<file path="src/rtl/sadc_consts.svh">
/*
 Constants of the converter sequencer: field positions, reset values,
 encodings and timing counts. Assumes inclusion by the prescaler and sequencer files.
*/
// What the document requires
// RULE_01: Any control register write starts a fresh conversion.
// RULE_02: Each conversion lasts 16 to 17 converter clock periods.
// RULE_03: Converter clock comes from bus or crystal tick, then prescaled.
// RULE_04: Unaligned start adds a partial first period, counted as seventeenth.
// RULE_05: Continuous mode reconverts and overwrites results regardless of reads.
// RULE_06: Continuous runs until its enable clears; otherwise one per start.
// RULE_07: Done flag sets per conversion; cleared by control write or low read; code also clears it on a clock write.
// RULE_08: Scan mode takes channel and result slot from a 2-bit counter.
// RULE_09: Control write in scan mode zeroes counter, scans up to last channel.
// RULE_10: Per channel store, flag, increment, restart; stop after last channel.
// RULE_11: Software picks 8-bit truncation before enabling scan.
// RULE_12: Software disables scan before channel change or stop.
// RULE_13: Left justified: eight MSBs high, two LSBs low.
// RULE_14: Right justified: two MSBs high, eight LSBs low.
// RULE_15: Left sign format inverts the result top bit.
// RULE_16: Truncation: eight MSBs in low register, no interlock.
// RULE_17: High read in 10-bit formats freezes low; new results discarded.
// RULE_18: Interlock released by control or clock writes or reset only; code also releases it on a low read.
// RULE_19: With irq enabled, request interrupt after each conversion.
// RULE_20: Keeps running in wait; enabled interrupt drives wake output; code has no wait input or wake output, only irq_o.
// RULE_21: All-ones channel select powers the converter down.
// RULE_22: Stop abandons conversion; resumes after stop exit; code stays idle until the next control write.
// RULE_23: Prescale field: 1,2,4,8, top bit set gives 16.
// RULE_24: Done flag reads zero while irq enabled.
// RULE_25: Pending interrupt cleared by result read or control write; code clears it on a low read only, not on a high read.
// RULE_26: Software keeps continuous clear while scanning.
// RULE_27: Control write mid-conversion abandons it and restarts.
`ifndef SADC_CONSTS_SVH
`define SADC_CONSTS_SVH
`define SADC_CONV_CYCLES   5'h10
`define SADC_CNT_W         5
`define SADC_CH_OFF        5'h1F
`define SADC_CH_RST        5'h1F
`define SADC_JUST_RST      2'h1
`define SADC_PRE_MAX       5'h0F
`define SADC_MSB           9
`endif

</file>
<file path="src/rtl/sadc_pkg.sv">
/*
 Types shared by the sequencer files. Assumes sadc_consts.svh.
*/
package sadc_pkg;
   typedef enum logic [1:0] {
      SADC_TRUNC, SADC_RIGHT, SADC_LEFT, SADC_LSIGN
   } sadc_just_t;
   typedef struct packed {
      logic       irq_enable;
      logic       continuous_enable;
      logic [4:0] channel_select;
   } sadc_ctrl_t;
   typedef struct packed {
      logic [2:0] clock_prescale_field;
      logic       bus_clock_sel;
      sadc_just_t justify;
   } sadc_clk_t;
   typedef enum {SADC_IDLE, SADC_CONV} sadc_state_t;
endpackage

</file>
<file path="src/rtl/sadc_prescale.sv">
/*
 Converter clock tick generator. Assumes synchronous source ticks.
*/
`timescale 1ns/1ps
`default_nettype none
`include "sadc_consts.svh"
module sadc_prescale (
   input  wire logic       clk_i,
   input  wire logic       rst_b_i,
   input  wire logic       restart_i,
   input  wire logic       bus_clock_sel_i,
   input  wire logic       crystal_ref_clock_i,
   input  wire logic [2:0] clock_prescale_field_i,
   output logic            tick_o
);
   typedef struct packed {
      logic [3:0] cnt;
      logic       tick;
      logic       primed;
   } sadc_pre_st_t;
   sadc_pre_st_t st, next_st;
   logic         src;
   logic [3:0]   limit;
   always_comb begin
      src = bus_clock_sel_i ? 1'b1 : crystal_ref_clock_i; // RULE_03
      limit = clock_prescale_field_i[2] ? 4'hF :
              4'((5'h01 << clock_prescale_field_i[1:0]) - 5'h01); // RULE_23
      next_st = st;
      next_st.tick = 1'b0;
      if (restart_i) begin
         next_st.cnt = 4'h0;
         next_st.primed = 1'b0;
      end else if (src && !bus_clock_sel_i && !st.primed) begin
         // Crystal edges are not aligned to the start, so the partial
         // period before the first edge is the extra seventeenth one
         next_st.primed = 1'b1; // RULE_04
      end else if (src) begin
         if (st.cnt >= limit) begin
            next_st.cnt = 4'h0;
            next_st.tick = 1'b1;
         end else begin
            next_st.cnt = st.cnt + 4'h1;
         end
      end
   end
   always_ff @(posedge clk_i or negedge rst_b_i) begin
      if (!rst_b_i) st <= '0;
      else st <= next_st;
   end
   assign tick_o = st.tick;
endmodule // sadc_prescale
`default_nettype wire

</file>
<file path="src/rtl/sadc_result_mem.sv">
/*
 Four scan result slots, all read out in parallel straight from the slot flops. Assumes one write per cycle.
*/
`timescale 1ns/1ps
`default_nettype none
module sadc_result_mem #(
   parameter int DEPTH = 4,
   parameter int W     = 8
) (
   input  wire logic                     clk_i,
   input  wire logic                     rst_b_i,
   input  wire logic                     we_i,
   input  wire logic [$clog2(DEPTH)-1:0] waddr_i,
   input  wire logic [W-1:0]             wdata_i,
   output logic      [DEPTH*W-1:0]       rdata_o
);
   logic [DEPTH*W-1:0] mem;
   genvar i;
   generate
      for (i = 0; i < DEPTH; i++) begin : g_slot
         always_ff @(posedge clk_i or negedge rst_b_i) begin
            if (!rst_b_i) mem[i*W +: W] <= '0;
            else if (we_i && int'(waddr_i) == i) mem[i*W +: W] <= wdata_i;
         end
      end
   endgenerate
   assign rdata_o = mem;
endmodule // sadc_result_mem
`default_nettype wire

</file>
<file path="src/rtl/sadc_sequencer.sv">
/*
 Converter sequencer top: start, timing, scan, justification, interlock,
 flag and interrupt. Assumes a synchronous comparator bit-serial model is
 replaced by a sampled 10-bit result presented on sample_data_i.
*/
`timescale 1ns/1ps
`default_nettype none
`include "sadc_consts.svh"
module sadc_sequencer (
   input  wire logic                clk_i,
   input  wire logic                rst_b_i,
   input  wire logic                ctrl_wr_i,
   input  wire sadc_pkg::sadc_ctrl_t ctrl_wdata_i,
   input  wire logic                clk_wr_i,
   input  wire sadc_pkg::sadc_clk_t clk_wdata_i,
   input  wire logic                scan_enable_i,
   input  wire logic [1:0]          last_channel_i,
   input  wire logic                crystal_ref_clock_i,
   input  wire logic                stop_mode_i,
   input  wire logic                high_rd_i,
   input  wire logic                low_rd_i,
   input  wire logic [9:0]          sample_data_i,
   output logic [4:0]               mux_channel_o,
   output logic                     powered_down_o,
   output logic                     converting_o,
   output logic                     conversion_done_flag_o,
   output logic                     irq_o,
   output logic [7:0]               result_high_reg_o,
   output logic [7:0]               result_low_reg_o,
   output logic [31:0]              scan_result_low_reg_o
);
   // ---------------------------------------------------------------
   // State
   // ---------------------------------------------------------------
   typedef struct packed {
      sadc_pkg::sadc_state_t fsm;
      sadc_pkg::sadc_ctrl_t  ctrl;
      sadc_pkg::sadc_clk_t   clk;
      logic [4:0]            cnt;
      logic [1:0]            scan_cnt;
      logic                  scanning;
      logic                  done;
      logic                  irq;
      logic                  locked;
      logic [7:0]            high;
      logic [7:0]            low;
      logic [4:0]            mux;
      logic                  pdn;
      logic                  conv;
      logic                  flag;
   } sadc_st_t;
   sadc_st_t   st, next_st;
   logic       tick;
   logic       restart;
   logic       finish;
   logic       mem_we;
   logic [7:0] mem_wdata;
   logic [9:0] res;

   sadc_prescale u_pre (
      .clk_i                  (clk_i),
      .rst_b_i                (rst_b_i),
      .restart_i              (restart),
      .bus_clock_sel_i        (st.clk.bus_clock_sel),
      .crystal_ref_clock_i    (crystal_ref_clock_i),
      .clock_prescale_field_i (st.clk.clock_prescale_field),
      .tick_o                 (tick)
   );
   sadc_result_mem #(.DEPTH(4), .W(8)) u_mem (
      .clk_i   (clk_i),
      .rst_b_i (rst_b_i),
      .we_i    (mem_we),
      .waddr_i (st.scan_cnt),
      .wdata_i (mem_wdata),
      .rdata_o (scan_result_low_reg_o)
   );

   // ---------------------------------------------------------------
   // Sequencing
   // ---------------------------------------------------------------
   // Prescaler realigns on every control write start, so the first period is partial
   // up to the first crystal edge after the write; it counts as period 17.
   assign restart = ctrl_wr_i || st.fsm == sadc_pkg::SADC_IDLE; // RULE_04
   always_comb begin
      next_st = st;
      res = sample_data_i;
      finish = 1'b0;
      mem_we = 1'b0;
      mem_wdata = res[`SADC_MSB -: 8];
      if (clk_wr_i) begin
         next_st.clk = clk_wdata_i;
         next_st.locked = 1'b0; // RULE_18
         next_st.done = 1'b0;
      end
      if (st.fsm == sadc_pkg::SADC_CONV && tick) begin
         if (st.cnt == `SADC_CONV_CYCLES - 5'h01) begin // RULE_02
            finish = 1'b1;
         end else begin
            next_st.cnt = st.cnt + 5'h01;
         end
      end
      if (finish) begin
         next_st.done = 1'b1; // RULE_07
         if (st.ctrl.irq_enable) next_st.irq = 1'b1; // RULE_19 RULE_20
         if (st.scanning) begin
            mem_we = 1'b1; // RULE_08
            if (st.scan_cnt == 2'h0) next_st.low = mem_wdata;
            if (st.scan_cnt == last_channel_i) begin
               next_st.fsm = sadc_pkg::SADC_IDLE; // RULE_10
            end else begin
               next_st.scan_cnt = st.scan_cnt + 2'h1; // RULE_10
               next_st.cnt = 5'h00;
            end
         end else begin
            if (st.clk.justify == sadc_pkg::SADC_TRUNC) begin
               next_st.high = 8'h00;
               next_st.low = res[`SADC_MSB -: 8]; // RULE_16
            end else if (!st.locked) begin // RULE_17
               unique case (st.clk.justify)
                  sadc_pkg::SADC_RIGHT: begin
                     next_st.high = {6'h00, res[9:8]}; // RULE_14
                     next_st.low = res[7:0];
                  end
                  sadc_pkg::SADC_LEFT: begin
                     next_st.high = res[9:2]; // RULE_13
                     next_st.low = {res[1:0], 6'h00};
                  end
                  default: begin
                     next_st.high = {~res[9], res[8:2]}; // RULE_15
                     next_st.low = {res[1:0], 6'h00};
                  end
               endcase
            end
            if (st.ctrl.continuous_enable) begin
               next_st.cnt = 5'h00; // RULE_05 RULE_06
            end else begin
               next_st.fsm = sadc_pkg::SADC_IDLE; // RULE_06
            end
         end
      end
      // Result reads: set from a finishing conversion wins over a clear
      if (low_rd_i) begin
         next_st.locked = 1'b0;
         if (!finish) next_st.done = 1'b0; // RULE_07
         if (!finish) next_st.irq = 1'b0; // RULE_25
      end
      if (high_rd_i && st.clk.justify != sadc_pkg::SADC_TRUNC) begin
         next_st.locked = 1'b1; // RULE_17
      end
      if (ctrl_wr_i) begin
         next_st.ctrl = ctrl_wdata_i;
         next_st.done = 1'b0; // RULE_07
         next_st.irq = 1'b0; // RULE_25
         next_st.locked = 1'b0; // RULE_18
         next_st.cnt = 5'h00; // RULE_27
         next_st.scan_cnt = 2'h0; // RULE_09
         next_st.scanning = scan_enable_i; // RULE_09
         next_st.fsm = sadc_pkg::SADC_CONV; // RULE_01
      end
      next_st.pdn = next_st.ctrl.channel_select == `SADC_CH_OFF; // RULE_21
      if (next_st.pdn) next_st.fsm = sadc_pkg::SADC_IDLE; // RULE_21
      // Stop aborts; a later control write restarts conversions
      if (stop_mode_i) begin
         next_st.fsm = sadc_pkg::SADC_IDLE; // RULE_22
         next_st.cnt = 5'h00;
      end
      next_st.mux = next_st.scanning ? {3'h0, next_st.scan_cnt}
                                     : next_st.ctrl.channel_select; // RULE_08
      // Registered copies keep every output straight from a flop
      next_st.conv = next_st.fsm == sadc_pkg::SADC_CONV;
      next_st.flag = next_st.done && !next_st.ctrl.irq_enable; // RULE_24
   end
   always_ff @(posedge clk_i or negedge rst_b_i) begin
      if (!rst_b_i) begin
         st <= '0;
         st.fsm <= sadc_pkg::SADC_IDLE;
         st.ctrl.channel_select <= `SADC_CH_RST;
         st.clk.justify <= sadc_pkg::sadc_just_t'(`SADC_JUST_RST);
         st.mux <= `SADC_CH_RST;
         st.pdn <= 1'b1;
      end else begin
         st <= next_st;
      end
   end

   // ---------------------------------------------------------------
   // Outputs
   // ---------------------------------------------------------------
   assign mux_channel_o = st.mux;
   assign powered_down_o = st.pdn;
   assign converting_o = st.conv;
   assign conversion_done_flag_o = st.flag; // RULE_24
   assign irq_o = st.irq;
   assign result_high_reg_o = st.high;
   assign result_low_reg_o = st.low;
endmodule // sadc_sequencer
`default_nettype wire

</file>
<file path="config.mk">
export PLATFORM = sky130hd
export DESIGN_NAME = sadc_sequencer
export DESIGN_NICKNAME = d
export VERILOG_FILES = /design/src/rtl/sadc_pkg.sv /design/src/rtl/sadc_prescale.sv /design/src/rtl/sadc_result_mem.sv /design/src/rtl/sadc_sequencer.sv
export VERILOG_INCLUDE_DIRS = /design/src /design/src/rtl
export SDC_FILE = /design/constraint.sdc
export NUM_CORES = 1
export LEC_CHECK = 0
export BUFFER_PORTS_ARGS = -buffer_cell sky130_fd_sc_hd__buf_2
export CAP_MARGIN = 20
export CORE_MARGIN = 2
export CORE_UTILIZATION = 55
export DETAILED_ROUTE_END_ITERATION = 8
export GPL_TIMING_DRIVEN = 0
export PLACE_DENSITY = 0.76
export SYNTH_ARGS = -nofsm -noshare
export SYNTH_HDL_FRONTEND = slang
export SYNTH_HIERARCHICAL = 1
export SYNTH_SLANG_ARGS = --single-unit
export TNS_END_PERCENT = 1
</file>
<file path="constraint.sdc">
create_clock -name clk_i -period 3.6 [get_ports clk_i]
set_clock_uncertainty 0.05 [all_clocks]
set_input_delay 0 -clock clk_i [delete_from_list [all_inputs] [get_ports clk_i]]
set_output_delay 0 -clock clk_i [all_outputs]
set_load 0.005 [all_outputs]
</file>
After elaboration in Yosys (flattened, before gate mapping)
Cells that the tools add are included.
W data, S select, Z words.
{ "word_totals": {"register_bits": 118, "inputBits": 34, "out_inout_bits": 57, "wordCells": 116} }
{ "classes": {"add_sub_neg": 4, "order_cmp": 1, "n_eq_ne": 14, "shifts": 1, "muxes": 44, "n_bitwise": 2, "reduce_logical": 24} }
{ "ops": {"columns": ["cell", "count"], "rows": [
  ["$mux W32", 6],
  ["$eq A32 B2 Y1 const B", 2],
  ["$mux W5", 8],
  ["$mux W39", 1],
  ["$logic_not A32 Y1", 1],
  ["$mux W16", 2],
  ["$pmux W16 S2", 1],
  ["$mux W8", 2],
  ["$mux W1", 15],
  ["$mux W7", 2],
  ["$mux W4", 3],
  ["$mux W11", 1],
  ["$logic_and A1 B1 Y1", 9],
  ["$eq A2 B2 Y1 const B", 3],
  ["$logic_not A2 Y1", 3],
  ["$reduce_and A3 Y1", 2],
  ["$reduce_bool A2 Y1", 3],
  ["$add A5 B1 Y5 const B", 1],
  ["$eq A5 B4 Y1 const B", 1],
  ["$eq A5 B5 Y1 const B", 1],
  ["$add A4 B1 Y4 const B", 1],
  ["$eq A2 B1 Y1 const B", 2],
  ["$ge A4 B4 Y1", 1],
  ["$mux W2", 2],
  ["other kinds (13)", 17]
]} }

Longest topological paths before layout
Gate-level depths: netlist of the first run.
{ "logic_depth": {"ltp_word": 9, "depth_mapped": 8, "depth_no_buf": 7} }

Modules after synthesis
The synthesis of the first run kept the hierarchy.
{ "modules_own_cells": {"columns": ["mod", "instances", "cells_each", "area_per_inst_um2", "seq_area_each_um2"], "rows": [
  ["sadc_sequencer", 1, 306, 3649.8, 2016.9],
  ["sadc_result_mem", 1, 68, 1212.4, 800.8],
  ["sadc_prescale", 1, 44, 412.9, 150.1]
]} }

Worst setup path before layout of the first run
No wires, ideal clock.
{ "synth_timing": {"path_kind": "flip-flop to flip-flop", "from": "register st[30] (netlist name)", "to": "register u_mem.mem[0] (netlist: u_mem/rdata_o[0])", "setup_time_ns": 0.125, "arrival_time_ns": 2.241, "required_time_ns": 3.425, "path_slack_ns": 1.185, "stages_incl_launch_ff": 7, "n_path_buf": 0, "period_less_slack_ns": 2.415, "cell_sequence": "dfrtp_1 -> ha_1 -> and4b_1 -> nand3_1 -> nor4_2 -> nor3b_4 -> mux2_2"} }
{ "synth_between": {"elab_chain_len": 5} }
{ "synth_lines": {"columns": ["element", "line_no", "source"], "rows": [
  ["start, declared", "sadc_sequencer.sv:52", "sadc_st_t st, next_st;"],
  ["start signal, assigned", "sadc_sequencer.sv:182", "st <= next_st;"],
  ["$eq A5 B4 Y1", "sadc_sequencer.sv:96", "if (st.cnt == `SADC_CONV_CYCLES - 5'h01) begin"],
  ["$mux W1", "sadc_sequencer.sv:96", null],
  ["$mux W1", "sadc_sequencer.sv:95", "if (st.fsm == sadc_pkg::SADC_CONV && tick) begin"],
  ["$mux W1", "sadc_sequencer.sv:102", "if (finish) begin"],
  ["named net mem_we", "sadc_sequencer.sv:56", "logic mem_we;"],
  ["$logic_and A1 B1 Y1", "sadc_result_mem.sv:23", "else if (we_i && int'(waddr_i) == i) mem[i*W +: W] <= wdata_i;"],
  ["end, declared", "sadc_result_mem.sv:17", "logic [DEPTH*W-1:0] mem;"]
]} }
The timed path passes the listed nets, and every way through them passes these cells.
A chain may end at the register's enable or synchronous reset.

Worst setup path in the final report of the first run
{ "layout_timing": {"from": "register st[30] (netlist name)", "to": "register u_mem.mem[2] (netlist: u_mem/rdata_o[2])"} }
Same word-level chain as after synthesis.

==> key figures, run 1 <==
Pwr
  – Net Sw Frac: 0.265
  – Pwr Density: roughly 470 nW/um^2
  – Net load switching power: 0.000868 W
  – Clock Power Share: 0.485
  – Cell internal pwr: 0.00240 W
  – Worst VDD drop: 0.433 mV
  – Logic pwr share: 0.087
  – P_leak: roughly 3.4 nW
  – Part of the power in registers: 0.427

Drt
  – Initial drt markers: roughly 140
  – DR vias: 3,766
  – Post-DRT Antenna Nets: 0
  – Final WL: 11.9 mm
  – Routed length per instance: 16.7 um
  – Drt first pass iters: 5
  – Via/cell ratio: between 5 and 6
  – Drt drc: 0

Flow run
  – # Max-Cap Violations: 0

STA
  – Max-slew headroom: 0.456
  – F_max: ~340 MHz
  – Period utilisation layout: 0.820
  – RSZ-0062 raised after global routing: false
  – Fin. Hold Viols: 0
  – Post-layout min period: just under 3 ns
  – Total negative slack: 0 ns
  – Final hold slack: approximately 0.092 ns
  – Setup-failing EPs final: 0
  – Worst Tran Pin Value: 0.809 ns
  – Fin. max-slew vios: 0

Synthesis
  – Yosys warning count: 6
  – #FFs+latches synth: ~120
  – Synth Area in Simple Gates: 0.162
  – Syn Area/Cell: approximately 13 um^2
  – Largest family of logic cells by synthesized area: simple AND/OR/NAND/NOR gates
  – Register area share after synthesis: 0.563
  – Synth Area in Adders: 0.0237
  – Synth Area in XOR/XNOR: 0.00332
  – Ys flop type: dfrtp_1
  – Compound-Gate Fraction of Synth Area: 0.0676
  – Syn_nets: approximately 460
  – Netlist cell types: 53
  – Synth Cell Area: about 5300 um^2
  – Asr flop ratio synth: 1.00
  – Syn Inst Count: roughly 420
  – Post-synth EDFFs: 0
  – Mux contribution to synthesized area: 0.134

Worst setup path
  – Crit path max-delay cell type: nor4_2
  – Worst path depth: 6
  – FF-to-FF path depth: 6
  – Crit path max fanout: 8
  – Crit-path leading delay family: simple AND/OR/NAND/NOR gates
  – CP Capture Type: flop
  – Crit path buffers/inverters: 0
  – Critical path required time: slightly below 4 ns
  – Worst path cell trace: ha_1 -> and4b_1 -> nand3_1 -> nor4_2 -> nor3b_4 -> mux2_2
  – Critical Path AT: 3.30 ns
  – CP startpoint kind: flop
  – Crit path largest cell delay: 0.63 ns
  – R2R Setup Slk: between 0.6 and 0.7 ns
  – Reg2reg end: u_mem/rdata_o[2]$_DFFE_PN0P_
  – Critical path class: flop to flop
  – R2r startpoint: st[30]$_DFF_PN0_

Status
  – Status: complete, no violations

Global route
  – All-layer global routing usage: 0.247
  – First-pass GRT wire length: ~19 mm
  – GR Overflow Total: 0
  – Largest net degree at the start of global routing: 73
  – Antenna violations before repair: 0
  – Vias in the first global route: 3,921

Layout
  – Commonest non-fill, non-tap cells in the layout: dfrtp_1 (106), buf_2 (87), mux2_2 (46), dlygate4sd3_1 (44), and2_1 (33)
  – Ant diodes: 0
  – Fin util: 0.744
  – Final net count: about 600
  – Non-filler cells, final: a little over 700
  – FILL cells: 628
  – Commonest non-fill, non-tap cell in the layout: dfrtp_1
  – P&R area growth vs syn: 31.0%
  – Share of layout cells above drive strength 1: 0.391
  – Multi-input logic area: ~2100 um^2
  – FF/Latch Area: around 3000 um^2

Clocking
  – Root Buffer: clkbuf_8
  – Bufs on Longest Clock Path: 2
  – Post-cts resize count: 0
  – CTS tree: built
  – Clk_lat worst skew: around 0.52 ns
  – Cts bufs inserted: 17
  – Clock H-tree levels: 4
  – Worst-path clk slew: 0.06 ns
  – Sink Count: 118

Worst hold path
  – Hold Path Cell Cnt: 4
  – Min-delay worst type: input pin to flop
  – Hold wc startpoint: clk_wr_i
  – Hold EP: st[24]$_DFFE_PN0P_

Floorplanning
  – Initial Util: 0.568
  – Number of cell rows: 35
  – # IOs: 91
  – Die height: 102 um
  – Die area: roughly 10,000 um^2
  – Die width: 102 um
  – Core area: just over 9000 um^2

Placement
  – I/O Buffers: roughly 90
  – Global placement routability congestion: 0.788
  – DP Cell Count: 636
  – Final HPWL DP: between 7 and 8 mm
registers in the layout, summed over array words and instances, names as in the netlist:
register and cells:
st 55, u_mem/rdata_o 32, result_high_reg_o 8, result_low_reg_o 8
mux_channel_o 5, u_pre/st 5, conversion_done_flag_o 1, converting_o 1
irq_o 1, powered_down_o 1, u_pre/tick_o 1
worst min-delay path: stages:
cell      delay, ns
clkbuf_1       0.20
nor2_1         0.23
a22oi_1        0.09
nor2_1         0.09
layer usage:
layer	vias to the layer above	track usage	wire [um]
li1	1771	-	-
met1	1871	0.308	4870
met2	106	0.414	6300
met3	18	0.0684	563
met4	0	0.0892	187
met5	-	0	0
layout make-up:
class | count | area share
plain buffers | 30 | 0.0277
clock buffers | 17 | 0.0600
inverters | 15 | 0.00815
well taps | 129 | 0.0234
flip-flops and latches | 118 | 0.430
repair buffers | 133 | 0.132
multi-input cells | 255 | 0.298
clock inverters | 15 | 0.0212
cells in the mapped netlist (all sizes together) (3+ instances only):
| cell | count | area (um^2) |
|---|---|---|
| a2111oi | 3 | 46.3 |
| a21oi | 15 | 78.8 |
| a22o | 6 | 52.6 |
| a22oi | 5 | 37.5 |
| and2 | 33 | 206 |
| and3 | 5 | 31.3 |
| buf | 22 | 161 |
| clkbuf | 8 | 30.0 |
| dfrtp | 106 | 2650 |
| dfstp | 12 | 315 |
| ha | 10 | 125 |
| inv | 15 | 56.3 |
| mux2 | 54 | 638 |
| mux2i | 7 | 70.1 |
| nand2 | 27 | 101 |
| nand2b | 4 | 32.5 |
| nand3 | 7 | 45.0 |
| nand4 | 4 | 40.0 |
| nor2 | 20 | 91.3 |
| nor2b | 5 | 31.3 |
| nor3 | 3 | 15.0 |
| nor4 | 11 | 124 |
| o21ai | 9 | 45.0 |
| or3 | 3 | 18.8 |
worst max-delay path by stage:
stage	from	end
after floorplan	st[30]$_DFF_PN0_	u_mem/rdata_o[0]$_DFFE_PN0P_
after global placement	st[30]$_DFF_PN0_	u_mem/rdata_o[5]$_DFFE_PN0P_
after detailed placement	st[30]$_DFF_PN0_	u_mem/rdata_o[5]$_DFFE_PN0P_
after CTS	st[30]$_DFF_PN0_	u_mem/rdata_o[2]$_DFFE_PN0P_
after global routing	st[30]$_DFF_PN0_	u_mem/rdata_o[2]$_DFFE_PN0P_
final	st[30]$_DFF_PN0_	u_mem/rdata_o[2]$_DFFE_PN0P_
power groups by stage:
stage | sequential [W] | combinational (W) | clock, W
global placement | 0.00142 | 0.000227 | 0
detailed placement | 0.00142 | 0.000237 | 0
floorplan | 0.00142 | 0.000129 | 0
finish | 0.00140 | 0.000285 | 0.00159
global route | 0.00140 | 0.000315 | 0.00168
CTS | 0.00140 | 0.000281 | 0.00161
per-stage QoR:
step | setup WS [ns] | cell area [um^2] | total power, W
final | 0.648 | 6910 | 0.00327
after global routing | 0.501 | 6910 | 0.00340
after CTS | 0.698 | 6910 | 0.00329
after detailed placement | 0.706 | 5910 | 0.00166
after global placement | 0.780 | 5880 | 0.00164
after floorplan | 1.18 | 5280 | 0.00155
kinds of logic after synthesis:
kind of cell | Yosys count
adder cells (fa/ha/maj) | 10
multiplexers | 61
AND/OR/NAND/NOR | 132
AO/OA/AOI/OAI | 50
flip-flops | 118
XOR/XNOR | 2
buffers and inverters | 45
repair_timing:
item / in CTS / in global routing
hold endpoints to repair: 194 / 0
hold buffers: 44 / 0
setup buffers: 0 / 0
Power figures use the tool's default switching activity.
==> run 2: changes to the inputs <==
- ABC_AREA: default -> 1
- clock period: 3.6 -> 2.9 ns (I/O delays scaled with it)
==> key figures, run 2 <==
Status
  – Status: complete, but fails checks
  – Failing checks: hold timing

Floorplanning
  – Core area: 10,300 um^2 (+11%)
  – Die width: 107 um (+4.7%)
  – Initial Util: 0.564 (-0.00391)
  – Die height: 107 um (+4.7%)
  – # IOs: 91 (unchanged)
  – Die area: 11,400 um^2 (+9.5%)
  – Number of cell rows: 37 (+5.7%)

Flow run
  – # Max-Cap Violations: 0 (unchanged)

Worst setup path
  – Reg2reg end: converting_o$_DFF_PN0_
  – FF-to-FF path depth: 11 (+5)
  – Crit-path leading delay family: simple AND/OR/NAND/NOR gates
  – Critical path required time: 3.30 ns (-0.65 ns)
  – Crit path buffers/inverters: 1 (+1)
  – Worst path cell trace: nand2_2 -> o21ai_2 -> dlygate4sd3_1 -> nand2_2 -> nor2_4 -> nor2_4 -> nand2_1 -> nand2_1 -> nor2_1 -> nand3_1 -> nor2_1
  – Crit path max-delay cell type: dlygate4sd3_1
  – R2R Setup Slk: 0.71 ns (+0.06 ns)
  – Critical Path AT: 2.59 ns (-0.71 ns)
  – Worst path depth: 11 (+5)
  – Crit path max fanout: 7 (-1)
  – CP startpoint kind: flop
  – Critical path class: flop to flop
  – Crit path largest cell delay: 0.60 ns (-0.03 ns)
  – R2r startpoint: st[44]$_DFF_PN1_
  – CP Capture Type: flop

Synthesis
  – Post-synth EDFFs: 0 (unchanged)
  – Synth Area in Adders: 0.0216 (-0.00214)
  – Syn Area/Cell: 8.62 um^2 (-32%)
  – Register area share after synthesis: 0.512 (-0.0509)
  – List of most frequent post-synthesis cells: nand2_1 (194), dfrtp_1 (106), inv_1 (74)
  – Syn Inst Count: 673 (+61%)
  – Synth Area in XOR/XNOR: 0.00755 (+0.00423)
  – Synth top area share: 0.457 (-0.0455)
  – Yosys warning count: 6 (unchanged)
  – Synth Area in Simple Gates: 0.274 (+0.113)
  – #FFs+latches synth: 118 (unchanged)
  – Syn_nets: 717 (+55%)
  – Netlist cell types: 40 (-25%)
  – Synth Cell Area: 5800 um^2 (+9.9%)
  – Mux contribution to synthesized area: 0 (-0.134)
  – Ys flop type: dfrtp_1
  – Asr flop ratio synth: 1.00 (unchanged)
  – Yosys top cell by area: dfrtp_1
  – Largest family of logic cells by synthesized area: simple AND/OR/NAND/NOR gates
  – Synth area leaders: dfrtp_1 (46%), nand2_1 (13%), dfstp_2 (5.4%)
  – Most common cell in the netlist: nand2_1
  – Compound-Gate Fraction of Synth Area: 0.0753 (+0.00770)

Layout
  – Flip-flop count of the largest register after layout: 55 (unchanged)
  – FF/Latch Area: 2970 um^2 (unchanged)
  – Ant diodes: 0 (unchanged)
  – Largest reg by FF count: st
  – Share of layout cells above drive strength 1: 0.250 (-0.141)
  – Multi-input logic area: 2200 um^2 (+6.7%)
  – P&R area growth vs syn: 31.2%
  – Final net count: 877 (+43%)
  – Commonest non-fill, non-tap cell in the layout: nand2_1
  – Commonest non-fill, non-tap cells in the layout: nand2_1 (194), dfrtp_1 (106), buf_2 (93), inv_1 (74), nor2_1 (68)
  – FILL cells: 716 (+14%)

Drt
  – Via/cell ratio: 5.22 (-1.3%)
  – Post-DRT Antenna Nets: 0 (unchanged)
  – Initial drt markers: 366 (+160%)
  – Drt drc: 0 (unchanged)
  – DR vias: 5,121 (+36%)
  – Routed length per instance: 14.9 um (-11%)
  – Drt first pass iters: 5 (unchanged)
  – Final WL: 14.6 mm (+22%)

Clocking
  – Post CTS Setup Buffer Count: 0 (unchanged)
  – Clk_lat worst skew: 0.51 ns (about the same)
  – Root Buffer: clkbuf_8
  – Worst-path clk slew: 0.06 ns (about the same)
  – Bufs on Longest Clock Path: 2 (unchanged)
  – Sink Count: 118 (unchanged)
  – CTS tree: built
  – Cts bufs inserted: 17 (unchanged)
  – Clock H-tree levels: 4 (unchanged)

STA
  – Max-slew headroom: 0.518 (+0.0614)
  – Post-layout min period: 2.19 ns (-0.762 ns)
  – Final hold slack: -0.00293 ns (-0.0945 ns)
  – Fin. Hold Viols: 1 (+1)
  – RSZ-0062 raised after global routing: false
  – Fin. max-slew vios: 0 (unchanged)
  – Total negative slack: 0 ns (unchanged)
  – Worst Tran Pin Value: 0.714 ns (-0.0947 ns)
  – F_max: 457 MHz (+35%)
  – Period utilisation layout: 0.755 (-0.0650)
  – Setup-failing EPs final: 0 (unchanged)

Pwr
  – Pwr Density: 573 nW/um^2 (+21%)
  – Logic pwr share: 0.077 (-0.010)
  – Worst VDD drop: 0.380 mV (-12%)
  – Part of the power in registers: 0.391 (-0.036)
  – Cell internal pwr: 0.00343 W (+43%)
  – Clock Power Share: 0.532 (+0.047)
  – Overall power: 0.00436 W (+33%)
  – Net load switching power: 0.000927 W (+6.8%)
  – P_leak: 3.67 nW (+7.6%)
  – Net Sw Frac: 0.213 (-0.0527)

Global route
  – All-layer global routing usage: 0.266 (+0.0196)
  – GR Overflow Total: 0 (unchanged)
  – Antenna violations before repair: 0 (unchanged)
  – First-pass GRT wire length: 23.8 mm (+23%)
  – Vias in the first global route: 5,131 (+31%)
  – Largest net degree at the start of global routing: 69 (-5.5%)

Placement
  – I/O Buffers: 89 (+1.1%)
  – Final HPWL DP: 9.25 mm (+22%)
  – Global placement routability congestion: 0.841 (+6.7%)

Worst hold path
  – Min-delay worst type: input pin to asynchronous set/reset pin
-- run 2: per-layer routing --
layer / wire (um) / track usage / vias up
li1: - / - / 2441
met1: 5810 / 0.322 / 2429
met2: 7470 / 0.457 / 218
met3: 908 / 0.0602 / 33
met4: 386 / 0.116 / 0
met5: 0 / 0 / -
-- run 2: kinds of logic after synthesis --
| group | count (synthesis) |
|---|---|
| DFF | 118 |
| xor gates and xnor gates | 5 |
| adders and majority gates | 10 |
| buffers and inverters | 119 |
| and+or+nand+nor | 354 |
| AOI/OAI and AO/OA | 67 |
-- run 2: repair_timing --
| item | in CTS | in global routing |
|---|---|---|
| hold buffers | 51 | 0 |
| endpoints found under the setup margin | 0 | 0 |
| resized for setup | 0 | 0 |
| hold endpoints to repair | 200 | 0 |
-- run 2: per-stage QoR --
| step | util | setup WS [ns] | std cells | cell area [um^2] | hold slack [ns] |
|---|---|---|---|---|---|
| after floorplan | - | 1.13 | 673 | 5800 | -0.346 |
| after global placement | 0.624 | 0.447 | 898 | 6410 | 0.148 |
| after detailed placement | 0.627 | 0.715 | 899 | 6440 | 0.00812 |
| after CTS | 0.740 | 0.726 | 981 | 7610 | 0.0167 |
| after global routing | 0.740 | 0.515 | 981 | 7610 | 0.0504 |
| final | 0.740 | 0.711 | 981 | 7610 | -0.00293 |
-- run 2: cell type report --
cell class | instances | area share
Timing Repair Buffer | 141 | 0.130
Clock buffer | 22 | 0.0595
Sequential cell | 118 | 0.390
Multi-Input combinational cell | 436 | 0.289
Clock inverter | 9 | 0.0260
Buffer | 39 | 0.0403
Tap cell | 136 | 0.0224
Inverter | 80 | 0.0431
-- run 2: worst max-delay path by stage --
stage / from / to
global placement: rst_b_i / st[65]$_DFF_PN0_
detailed placement: st[52]$_DFF_PN0_ / u_pre/tick_o$_DFF_PN0_
floorplan: st[52]$_DFF_PN0_ / u_pre/tick_o$_DFF_PN0_
global route: st[52]$_DFF_PN0_ / u_pre/tick_o$_DFF_PN0_
CTS: st[44]$_DFF_PN1_ / converting_o$_DFF_PN0_
finish: st[44]$_DFF_PN1_ / converting_o$_DFF_PN0_
-- run 2: power groups by stage --
stage                     Clock (W)  Combinational [W]  Sequential [W]
after detailed placement          0           0.000262         0.00173
after global placement            0           0.000250         0.00173
after floorplan                   0           0.000148         0.00173
after global routing        0.00241           0.000370         0.00171
after CTS                   0.00234           0.000325         0.00170
final                       0.00232           0.000334         0.00170
